File: src/design/an_fault_regs.svh
`ifndef AN_FAULT_REGS_SVH
`define AN_FAULT_REGS_SVH

// Register map of the management port.
`define ADVERT_ADDR 5'h04
`define ADVERT_RESET 16'h0000
// Writable bits of the advertisement register: 15, 13:12, 8:5.
`define ADVERT_WMASK 16'hB1E0
`define ADVERT_MP_BIT 15
`define ADVERT_FC_HI 13
`define ADVERT_FC_LO 12
`define ADVERT_HD_BIT 6
`define ADVERT_FD_BIT 5

// The retiming pipe resets to TRUE so that reset itself never looks like a lost link.
`define SYNC_PIPE_RESET 2'h3

// Fault codes.
`define FAULT_NONE 2'h0
`define FAULT_LINK 2'h2
`define FAULT_ANERR 2'h3

// Next page message fields.
`define NP_MSG_RF 11'h004
`define NP_MSG_PAGE_BIT 13
`define NP_MP_BIT 15
`define NP_TOGGLE_BIT 11
`define NP_CODE_HI 10

`endif

File: src/design/an_fault_pkg.sv
`default_nettype none
package an_fault_pkg;

    typedef enum logic [1:0] {
        PG_BASE,
        PG_MSG,
        PG_UNF
    } page_e;

    typedef enum logic [1:0] {
        DETAIL_TEST,
        DETAIL_LINK_LOSS,
        DETAIL_JABBER,
        DETAIL_PARALLEL
    } detail_e;

endpackage
`default_nettype wire

File: src/design/fault_pager.sv
`timescale 1ns/100ps
`default_nettype none
`include "an_fault_regs.svh"

// Builds the fault message page and the unformatted page that follows it.
module fault_pager (
    input wire logic clk, // Clock.
    input wire logic rst, // Synchronous reset.
    input wire logic start, // Begin a two-page fault exchange.
    input wire logic [1:0] detail, // Fault detail code.
    input wire logic page_ack, // Far end took the current page.
    output logic active, // Pages are being sent.
    output logic [15:0] page // Next page word.
);

    typedef struct packed {
        an_fault_pkg::page_e pg;
        logic [1:0] detail;
        logic toggle;
    } pager_s;

    pager_s st;
    pager_s next_st;

    always_comb
    begin
        next_st = st;
        case (st.pg)
            an_fault_pkg::PG_BASE:
            begin
                if (start)
                begin
                    next_st.pg = an_fault_pkg::PG_MSG;
                    next_st.detail = detail;
                end
            end
            an_fault_pkg::PG_MSG:
            begin
                if (page_ack)
                begin
                    next_st.pg = an_fault_pkg::PG_UNF;
                    next_st.toggle = ~st.toggle;
                end
            end
            default:
            begin
                if (page_ack)
                begin
                    next_st.pg = an_fault_pkg::PG_BASE;
                    next_st.toggle = ~st.toggle;
                end
            end
        endcase
    end

    always_ff @(posedge clk)
    begin
        if (rst)
            st <= '{an_fault_pkg::PG_BASE, 2'h0, 1'b0};
        else
            st <= next_st;
    end

    always_comb
    begin
        page = 16'h0000;
        page[`NP_TOGGLE_BIT] = st.toggle;
        if (st.pg == an_fault_pkg::PG_MSG)
        begin
            page[`NP_MP_BIT] = 1'b1;
            page[`NP_MSG_PAGE_BIT] = 1'b1;
            page[`NP_CODE_HI:0] = `NP_MSG_RF;
        end
        else if (st.pg == an_fault_pkg::PG_UNF)
            page[`NP_CODE_HI:0] = {9'h000, st.detail};
    end

    assign active = (st.pg != an_fault_pkg::PG_BASE);

    unf_follows_a: assert property (@(posedge clk) disable iff (rst)
        (st.pg == an_fault_pkg::PG_MSG && page_ack) |=> (st.pg == an_fault_pkg::PG_UNF && !page[`NP_MSG_PAGE_BIT]))
        else $error("unformatted page did not follow message page");

endmodule
`default_nettype wire

File: src/design/autoneg_remote_fault_advert.sv
// What this block does
// - Send fault code 0b10 to report an earlier link failure.
// - Record a link failure while the sync flag shows FAIL.
// - Send the stored link-failure code only after sync returns TRUE.
// - Send fault code 0b11 when abilities cannot resolve to a common duplex.
// - Hold a sent fault code unchanged until handshake-done in base page exchange; only self-set codes are held, a register-written code follows each write.
// - For extra detail, send a next page message with code 4.
// - The following unformatted page carries fault detail 0, 1, 2 or 3.
// - Provide a 16-bit advertisement register with the documented fields.
// - Reserved advertisement bits are read-only and read as zero.
// - Convert the advertisement register into transmitted base pages.
// - Provide this register function through the block's own port.
// - Base pages copy bits 15, 13:12, 8:5; other bits go out zero.
`timescale 1ns/100ps
`default_nettype none
`include "an_fault_regs.svh"

module autoneg_remote_fault_advert (
    input wire logic clk, // 40 MHz clock.
    input wire logic rst, // Synchronous reset, active high.
    input wire logic [4:0] mgmt_addr, // Management register address.
    input wire logic mgmt_wr, // Management write strobe.
    input wire logic mgmt_rd, // Management read strobe.
    input wire logic [15:0] mgmt_wdata, // Management write data.
    output logic [15:0] mgmt_rdata, // Management read data, valid the cycle after mgmt_rd.
    input wire logic negotiation_sync_flag, // Sync status from the receive path, high when TRUE.
    input wire logic [15:0] partner_base, // Partner base page as received.
    input wire logic partner_valid, // Partner base page has been matched.
    input wire logic handshake_done, // Negotiation entered handshake-done in base page exchange.
    input wire logic fault_detail_req, // Request a fault message and unformatted page.
    input wire logic [1:0] fault_detail, // Detail code for that unformatted page.
    input wire logic page_ack, // Far end acknowledged the current next page.
    output logic [15:0] tx_config, // Configuration word to transmit.
    output logic [1:0] fault_code, // Fault code currently transmitted.
    output logic next_page_active // Fault next pages are being sent.
);

    // ************************************************************
    // State
    // ************************************************************
    typedef struct packed {
        logic [15:0] advert;
        logic [1:0] sync_pipe;
        logic link_failed;
        logic [1:0] self_fault;
        logic [15:0] rdata;
        logic [15:0] tx;
        logic [1:0] fc_out;
        logic np_out;
        logic detail_pend;
        logic [1:0] detail_code;
    } state_s;

    state_s st;
    state_s next_st;

    logic sync_ok;
    logic incompatible;
    logic pager_active;
    logic pager_start;
    logic [15:0] pager_page;
    logic [1:0] eff_fault;

    // The raw sync flag comes from the receive clock path, so it is retimed first.
    assign sync_ok = st.sync_pipe[1];

    // Duplex resolution fails when the two ends share no duplex mode.
    assign incompatible = partner_valid &&
        !((st.advert[`ADVERT_FD_BIT] && partner_base[`ADVERT_FD_BIT]) ||
          (st.advert[`ADVERT_HD_BIT] && partner_base[`ADVERT_HD_BIT]));

    // A self-set code overrides what software wrote into the register.
    assign eff_fault = (st.self_fault != `FAULT_NONE) ? st.self_fault
        : st.advert[`ADVERT_FC_HI:`ADVERT_FC_LO];

    assign pager_start = st.detail_pend && handshake_done && !pager_active;

    fault_pager u_pager (
        .clk(clk),
        .rst(rst),
        .start(pager_start),
        .detail(st.detail_code),
        .page_ack(page_ack),
        .active(pager_active),
        .page(pager_page)
    );

    // ************************************************************
    // Next state
    // ************************************************************
    always_comb
    begin
        next_st = st;
        next_st.sync_pipe = {st.sync_pipe[0], negotiation_sync_flag};
        if (mgmt_wr && mgmt_addr == `ADVERT_ADDR)
            next_st.advert = mgmt_wdata & `ADVERT_WMASK;
        if (mgmt_rd)
        begin
            if (mgmt_addr == `ADVERT_ADDR)
                next_st.rdata = st.advert;
            else
                next_st.rdata = 16'h0000;
        end
        if (!sync_ok)
            next_st.link_failed = 1'b1;
        // A code in flight is frozen until handshake-done; a link failure recorded meanwhile is kept past it only while sync is still FAIL.
        if (handshake_done)
        begin
            next_st.self_fault = `FAULT_NONE;
            next_st.link_failed = !sync_ok;
        end
        else if (st.self_fault == `FAULT_NONE)
        begin
            if (incompatible)
                next_st.self_fault = `FAULT_ANERR;
            else if (st.link_failed && sync_ok)
                next_st.self_fault = `FAULT_LINK;
        end
        if (fault_detail_req)
        begin
            next_st.detail_pend = 1'b1;
            next_st.detail_code = fault_detail;
        end
        else if (pager_start)
            next_st.detail_pend = 1'b0;
        next_st.fc_out = eff_fault;
        next_st.np_out = pager_active;
        if (pager_active)
            next_st.tx = pager_page;
        else
        begin
            next_st.tx = st.advert & `ADVERT_WMASK;
            next_st.tx[`ADVERT_FC_HI:`ADVERT_FC_LO] = eff_fault;
            if (st.detail_pend)
                next_st.tx[`ADVERT_MP_BIT] = 1'b1;
        end
    end

    always_ff @(posedge clk)
    begin
        if (rst)
            st <= '{`ADVERT_RESET, `SYNC_PIPE_RESET, 1'b0, `FAULT_NONE, 16'h0000, 16'h0000, `FAULT_NONE, 1'b0, 1'b0, 2'h0};
        else
            st <= next_st;
    end

    assign mgmt_rdata = st.rdata;
    assign tx_config = st.tx;
    assign fault_code = st.fc_out;
    assign next_page_active = st.np_out;

    // ************************************************************
    // Checks
    // ************************************************************
    reserved_zero_a: assert property (@(posedge clk) disable iff (rst)
        (st.advert & ~`ADVERT_WMASK) == 16'h0000)
        else $error("reserved advertisement bit set");

    advert_write_a: assert property (@(posedge clk) disable iff (rst)
        (mgmt_wr && mgmt_addr == `ADVERT_ADDR) |=> st.advert == ($past(mgmt_wdata) & `ADVERT_WMASK))
        else $error("advertisement write not stored");

    base_copy_a: assert property (@(posedge clk) disable iff (rst)
        (!pager_active && st.self_fault == `FAULT_NONE && !st.detail_pend) |=> tx_config == $past(st.advert))
        else $error("base page does not match register");

    anerr_code_a: assert property (@(posedge clk) disable iff (rst)
        (incompatible && !handshake_done && st.self_fault == `FAULT_NONE) |=> ##1 fault_code == `FAULT_ANERR)
        else $error("negotiation error code not sent");

    fault_hold_a: assert property (@(posedge clk) disable iff (rst)
        (st.self_fault != `FAULT_NONE && !handshake_done) |=> $stable(st.self_fault))
        else $error("fault code changed before handshake-done");

    fault_clear_a: assert property (@(posedge clk) disable iff (rst)
        handshake_done |=> st.self_fault == `FAULT_NONE)
        else $error("self fault not cleared");

    link_record_a: assert property (@(posedge clk) disable iff (rst)
        (!sync_ok && !handshake_done) |=> st.link_failed)
        else $error("link failure not recorded");

    link_wait_a: assert property (@(posedge clk) disable iff (rst)
        (!sync_ok && $past(st.self_fault) == `FAULT_NONE) |=> st.self_fault != `FAULT_LINK || $past(st.self_fault) == `FAULT_LINK)
        else $error("link code sent while sync failed");

    link_code_a: assert property (@(posedge clk) disable iff (rst)
        (st.self_fault == `FAULT_LINK) |=> ##1 (fault_code == `FAULT_LINK || $past(handshake_done, 2) || $past(handshake_done)))
        else $error("link failure code not transmitted");

    msg_page_a: assert property (@(posedge clk) disable iff (rst)
        pager_start |=> ##1 (next_page_active && tx_config[10:0] == `NP_MSG_RF))
        else $error("fault message page not sent");

    convert_a: assert property (@(posedge clk) disable iff (rst)
        !pager_active |=> (tx_config & ~`ADVERT_WMASK) == 16'h0000)
        else $error("reserved bit in base page");

    rdata_advert_a: assert property (@(posedge clk) disable iff (rst)
        (mgmt_rd && mgmt_addr == `ADVERT_ADDR) |=> mgmt_rdata == $past(st.advert))
        else $error("advertisement read data wrong");

    rdata_unmapped_a: assert property (@(posedge clk) disable iff (rst)
        (mgmt_rd && mgmt_addr != `ADVERT_ADDR) |=> mgmt_rdata == 16'h0000)
        else $error("unmapped read not zero");

    more_pages_a: assert property (@(posedge clk) disable iff (rst)
        (st.detail_pend && !pager_active) |=> tx_config[`ADVERT_MP_BIT])
        else $error("more pages flag not sent");

    fault_in_page_a: assert property (@(posedge clk) disable iff (rst)
        (st.self_fault != `FAULT_NONE && !pager_active) |=> tx_config[`ADVERT_FC_HI:`ADVERT_FC_LO] == $past(st.self_fault))
        else $error("self fault missing from base page");

    link_after_sync_a: assert property (@(posedge clk) disable iff (rst)
        (st.self_fault == `FAULT_NONE && !sync_ok) |=> st.self_fault != `FAULT_LINK)
        else $error("link code raised while sync failed");

    np_out_a: assert property (@(posedge clk) disable iff (rst)
        pager_active |=> next_page_active)
        else $error("next page activity not shown");

endmodule
`default_nettype wire

File: config.mk
export PLATFORM = sky130hd
export DESIGN_NAME = autoneg_remote_fault_advert
export DESIGN_NICKNAME = d
export VERILOG_FILES = /design/src/design/an_fault_pkg.sv /design/src/design/fault_pager.sv /design/src/design/autoneg_remote_fault_advert.sv
export VERILOG_INCLUDE_DIRS = /design/src /design/src/design
export SDC_FILE = /design/constraint.sdc
export NUM_CORES = 1
export LEC_CHECK = 0
export BUFFER_PORTS_ARGS = -buffer_cell sky130_fd_sc_hd__buf_2
export CAP_MARGIN = 20
export CORE_MARGIN = 4
export CORE_UTILIZATION = 48
export CTS_CLUSTER_DIAMETER = 30
export DETAILED_ROUTE_END_ITERATION = 10
export PLACE_DENSITY = 0.89
export REMOVE_ABC_BUFFERS = 1
export SLEW_MARGIN = 20
export SYNTH_ARGS = -nofsm -noshare
export SYNTH_HDL_FRONTEND = slang
export SYNTH_HIERARCHICAL = 1
export SYNTH_SLANG_ARGS = --single-unit
export TNS_END_PERCENT = 50
File: constraint.sdc
create_clock -name clk -period 1.85 [get_ports clk]
set_input_delay 0.2775 -clock clk [delete_from_list [all_inputs] [get_ports clk]]
set_output_delay 0.2775 -clock clk [all_outputs]
set_load 0.01 [all_outputs]
Word level (Yosys, flattened, before mapping). Cells that the tools add are included.

Add/sub/neg operators: 0. Multipliers: 0. Divide/modulo/power cells: 0. Magnitude comparators: 0. Eq/ne operators: 6. Shift-type cells: 0. Multiplexer cells: 17. Bitwise logic cells: 4. Reductions and logical operators: 27.

Operators with widths (number): 16-bit 2-to-1 mux (2); 2-bit 2-to-1 mux (6); 11-bit 2-to-1 mux (1); 2-bit nonzero test (5); 1-bit logical AND (7); 1-bit 2-to-1 mux (6); 2-bit inequality test, second input constant (3); 2-bit AND reduction (3); 2-bit OR reduction (3); 5-bit by 3-bit == test with 1-bit output, second input constant (1); 2-bit zero test (2); 4-bit 2-to-1 mux (1); 1-bit inverter (4); 2-bit case mux with 2 select lines (1); 4-bit OR reduction (1); 1-bit zero test (3); 3-bit AND reduction (1); 3-bit OR reduction (1); 2-bit by 1-bit == test with 1-bit output, second input constant (1); 2-bit == test, second input constant (1); 1-bit logical OR (1).

Register bits: 55. Latch bits: 0. RAM bits: 0. ROM bits: 0. Bits of input ports: 48. Output and inout port bits: 35. Logic and storage cells: 71. Memories kept: 0.

Logic depth before layout (Yosys ltp).
Depth in word-level cells: 6. Depth in mapped cells: 6. Depth with buffers taken out: 5.

Hierarchy. The synthesis kept the hierarchy.

By module, submodules not included: autoneg_remote_fault_advert (times used 1, cells an instance 181, area each 1737.9 um2, seq. area each 820.8 um2); fault_pager (times used 1, cells an instance 40, area each 362.8 um2, seq. area each 100.1 um2).

Worst setup path after synthesis. No wires, ideal clock.

Path type: register -> register. Start: register u_pager/st[3] (netlist name). End: register u_pager/st[1] (netlist name). Setup time: 0.072 ns. Arrival time: 1.509 ns. Required time: 1.778 ns. Slack: 0.269 ns. Stages on the path, launching flop included: 7. Buffers on the path: 1. Period minus slack after synthesis: 1.581 ns. Path through: dfxtp_1 or2_2 buf_2 inv_1 and3_1 nor3b_2 mux2i_1.

RTL lines: start: declaration (line fault_pager.sv:22) `pager_s st;`; start signal: assignment (line fault_pager.sv:59) `st <= '{an_fault_pkg::PG_BASE, 2'h0, 1'b0};`; start signal: assignment (line fault_pager.sv:61) `st <= next_st;`.

==> report_table.html <==
<table>
<tr><th>Metric</th><th>Value</th></tr>
<tr><th colspan="2">Placed design</th></tr>
<tr><td>Global placer's final weighted congestion</td><td>0.799</td></tr>
<tr><td>Count of buffers from port buffering</td><td>50</td></tr>
<tr><td>Detailed Place HPWL</td><td>2780 µm</td></tr>
<tr><th colspan="2">Logic synthesis</th></tr>
<tr><td>Mean cell area of the mapped netlist</td><td>9.51 µm²</td></tr>
<tr><td>Library cell with the largest summed area after synthesis</td><td>sky130_fd_sc_hd__dfxtp_1</td></tr>
<tr><td>Flops &amp; latches, synth</td><td>46</td></tr>
<tr><td>Fraction of synthesized cell area taken by the top area cell type</td><td>0.438</td></tr>
<tr><td>Number of distinct library cell variants in the gate-level netlist after synthesis</td><td>34</td></tr>
<tr><td>Cells taking the most area after synthesis</td><td>sky130_fd_sc_hd__dfxtp_1, sky130_fd_sc_hd__buf_4, sky130_fd_sc_hd__nand2b_1</td></tr>
<tr><td>Number of instances in the synthesized netlist</td><td>221</td></tr>
<tr><td>Seq/Total Area, Yosys</td><td>0.438</td></tr>
<tr><td>Combined area of all synthesized cells</td><td>0.00210 mm²</td></tr>
<tr><td>Total of warnings raised by yosys</td><td>6</td></tr>
<tr><th colspan="2">CTS</th></tr>
<tr><td>Buffers inserted by post-CTS timing repair</td><td>0</td></tr>
<tr><td>Clock tree buffer depth</td><td>2</td></tr>
<tr><td>Gates resized, CTS repair</td><td>0</td></tr>
<tr><td>Later-pin clock latency in the skew report</td><td>0.30 ns</td></tr>
<tr><td>TritonCTS clock tree</td><td>done</td></tr>
<tr><td>Hold-fix buffer count after cts</td><td>0</td></tr>
<tr><td>Post-CTS clock slew at the launch and capture registers of the worst setup and hold paths</td><td>0.09 ns</td></tr>
<tr><td>Level count of the clock H-tree</td><td>2</td></tr>
<tr><td>Clk root buf</td><td>sky130_fd_sc_hd__clkbuf_8</td></tr>
<tr><td>Total CTS buffers</td><td>5</td></tr>
<tr><td>Clock Sinks</td><td>46</td></tr>
<tr><th colspan="2">Worst hold path</th></tr>
<tr><td>Startpoint of the lowest-slack hold path</td><td>negotiation_sync_flag</td></tr>
<tr><td>Hold Crit Class</td><td>in -&gt; reg</td></tr>
<tr><td>WHS Path Cells</td><td>2</td></tr>
<tr><td>Hold endpoint</td><td>next_st[42]</td></tr>
<tr><th colspan="2">Drt</th></tr>
<tr><td>Aggregate routed wire length</td><td>3620 µm</td></tr>
<tr><td>Number of remaining DRC errors</td><td>0</td></tr>
<tr><td>Iteration-0 DRC count of the detailed router</td><td>96</td></tr>
<tr><td>Post-DR wirelength/cell</td><td>12.4 µm</td></tr>
<tr><td>DRT antenna net count</td><td>0</td></tr>
<tr><td>Router iterations before antenna repair</td><td>4</td></tr>
<tr><td>DR vias/cell</td><td>4.80</td></tr>
<tr><td>Via total after detailed routing</td><td>1403</td></tr>
<tr><th colspan="2">Layout</th></tr>
<tr><td>Total area of multi-input combinational cells</td><td>782 µm²</td></tr>
<tr><td>Commonest non-fill, non-tap cell in the layout</td><td>sky130_fd_sc_hd__buf_2</td></tr>
<tr><td>Antenna diode count</td><td>0</td></tr>
<tr><td>Share of final-layout standard cells stronger than drive strength 1</td><td>0.293</td></tr>
<tr><td>Commonest cells after routing, fill and taps aside</td><td>sky130_fd_sc_hd__buf_2, sky130_fd_sc_hd__dfxtp_1, sky130_fd_sc_hd__conb_1</td></tr>
<tr><td>Layout fillers</td><td>390</td></tr>
<tr><td>Synthesis-to-layout area growth</td><td>3.81%</td></tr>
<tr><td>Area of all sequential standard cells</td><td>921 µm²</td></tr>
<tr><td>Total number of nets in the final design</td><td>289</td></tr>
<tr><th colspan="2">Pwr</th></tr>
<tr><td>Leakage Power</td><td>1.01 nW</td></tr>
<tr><td>Power density cells</td><td>821 mW/mm²</td></tr>
<tr><td>Peak VDD IR</td><td>261 µV</td></tr>
<tr><th colspan="2">Setup path</th></tr>
<tr><td>Required @ worst endpoint</td><td>2.08 ns</td></tr>
<tr><td>Largest fanout on the critical path</td><td>8</td></tr>
<tr><td>Register-to-Register Path Depth</td><td>5</td></tr>
<tr><td>Data arrival at the endpoint of the critical path</td><td>1.83 ns</td></tr>
<tr><td>Startpoint-to-endpoint class of the critical path</td><td>reg -&gt; reg</td></tr>
<tr><td>Worst reg2reg endpoint</td><td>u_pager/st[2]</td></tr>
<tr><td>FF-to-FF setup slack</td><td>0.25 ns</td></tr>
<tr><td>Worst R2R Start</td><td>u_pager/st[4]</td></tr>
<tr><td>Kind of capture point of the worst setup path</td><td>flop</td></tr>
<tr><td>Element type at the critical path start</td><td>flop</td></tr>
<tr><th colspan="2">Global route</th></tr>
<tr><td>Number of antenna violations at the first check in global routing</td><td>0</td></tr>
<tr><td>Wire length of the first global-routing pass</td><td>5790 µm</td></tr>
<tr><td>Largest net degree at the start of global routing</td><td>30</td></tr>
<tr><td>Global router's overall resource usage</td><td>0.139</td></tr>
<tr><td>Via count of the first global-routing pass</td><td>1262</td></tr>
<tr><td>Overflow left after global routing</td><td>0</td></tr>
<tr><th colspan="2">STA</th></tr>
<tr><td>Setup clock skew after layout</td><td>0.00537 ns</td></tr>
<tr><td>Number of setup violations in the final report</td><td>0</td></tr>
<tr><td>Hold Vio Cnt, Final</td><td>0</td></tr>
<tr><td>Number of slew-limit violations in the final report</td><td>0</td></tr>
<tr><td>Final worst path period share</td><td>0.866</td></tr>
<tr><td>Highest Clock Rate</td><td>624 MHz</td></tr>
<tr><td>Hold WS</td><td>0.158 ns</td></tr>
<tr><td>Setup TNS after final layout</td><td>0 ns</td></tr>
<tr><td>Shortest period the worst path allows</td><td>1.60 ns</td></tr>
<tr><td>RSZ-0062 raised after global routing</td><td>no</td></tr>
<tr><th colspan="2">Run</th></tr>
<tr><td>Max Cap Viol</td><td>0</td></tr>
<tr><th colspan="2">Die</th></tr>
<tr><td>Die Width</td><td>74.2 µm</td></tr>
<tr><td>Count of boundary I/O pins</td><td>83</td></tr>
<tr><td>Starting density of the core</td><td>0.510</td></tr>
<tr><td>Core outline area</td><td>0.00412 mm²</td></tr>
<tr><td>Row cnt</td><td>23</td></tr>
<tr><td>Die ar.</td><td>0.00550 mm²</td></tr>
<tr><td>Floorplan die height</td><td>74.2 µm</td></tr>
<tr><th colspan="2">Outcome</th></tr>
<tr><td>Run status</td><td>finished, final reports clean</td></tr>
</table>
-- worst max-delay path, cell delays in order, from the launching register on --
cell	delay [ns]
sky130_fd_sc_hd__dfxtp_1	0.39
sky130_fd_sc_hd__or2_2	0.31
sky130_fd_sc_hd__inv_1	0.17
sky130_fd_sc_hd__and3_1	0.17
sky130_fd_sc_hd__nor3b_2	0.28
sky130_fd_sc_hd__mux2i_1	0.22
-- how the worst max path moves through the flow --
stage | from | endpoint | slack [ns] | cells past startpoint
after global placement | u_pager/st[3] | u_pager/st[2] | 0.31 | 5
after CTS | u_pager/st[3] | u_pager/st[2] | 0.24 | 5
after floorplan | u_pager/st[3] | u_pager/st[1] | 0.28 | 5
after global routing | u_pager/st[3] | u_pager/st[2] | 0.09 | 5
final | u_pager/st[4] | u_pager/st[2] | 0.25 | 5
after detailed placement | u_pager/st[3] | u_pager/st[2] | 0.26 | 5
-- layout make-up --
class | count | share of cell area
Clock buffer | 5 | 0.0316
Clock inverter | 3 | 0.00975
Inverter | 10 | 0.0172
Multi-Input combinational cell | 123 | 0.359
Sequential cell | 46 | 0.422
Tap cell | 50 | 0.0287
Timing Repair Buffer | 55 | 0.132
-- per-stage QoR --
| step | setup slack [ns] | total power [mW] | utilization | instance area (µm²) | instances |
|---|---|---|---|---|---|
| after detailed placement | 0.262 | 1.21 | 0.508 | 2090 | 284 |
| final | 0.248 | 1.79 | 0.530 | 2180 | 292 |
| after CTS | 0.240 | 1.80 | 0.530 | 2180 | 292 |
| after global placement | 0.313 | 1.21 | 0.508 | 2090 | 284 |
| after global routing | 0.0909 | 1.86 | 0.530 | 2180 | 292 |
| after floorplan | 0.281 | 1.13 | - | 1740 | 179 |
-- report_power, final --
group	total (mW)	leakage, nW	switching [mW]	internal (mW)
logic	0.161	0.592	0.0930	0.0682
registers	1.03	0.373	0.0125	1.02
clock network	0.602	0.0441	0.337	0.265
total	1.79	1.01	0.442	1.35
-- kinds of logic (layout without fill, tap and decap cells) --
| family | count (synthesis) | after routing | share of synthesized area |
|---|---|---|---|
| compound gates | 34 | 34 | 0.117 |
| buf+inv | 69 | 73 | 0.220 |
| flops | 46 | 46 | 0.438 |
| mux | 9 | 9 | 0.0453 |
| other cells | 2 | 19 | 0.00357 |
| simple gates | 61 | 61 | 0.176 |
-- state kept, by name, summed over array words and instances (netlist names) --
name	flops
tx_config	16
st	14
mgmt_rdata	7
u_pager/st	4
fault_code	2
next_page_active	1
next_st	1
u_pager/page	1
-- Yosys cell counts (all sizes together) --
cell type and instances:
mux2 1, mux2i 8, and3 11, inv 10
o21ba 1, nand4 7, a31oi 1, a2111oi 1
buf 55, nor2b 4, o21ai 1, o21a 1
dfxtp 46, nand2b 14, a31o 7, nand3b 1
clkbuf 4, a211oi 2, a221oi 1, nor3b 1
or2 3, nor3 4, a22oi 1, a311oi 7
conb 2, and3b 2, a21oi 11, nor2 14
-- per-layer routing --
layer,part of all wire,routed length (µm),global-route usage,up-vias
met4,0.014,51,0.0483,0
met2,0.49,1760,0.243,49
li1,-,-,-,722
met3,0.084,306,0.0459,5
met1,0.42,1510,0.158,627
met5,0,0,0,-
(Power assumes the default switching activity.)
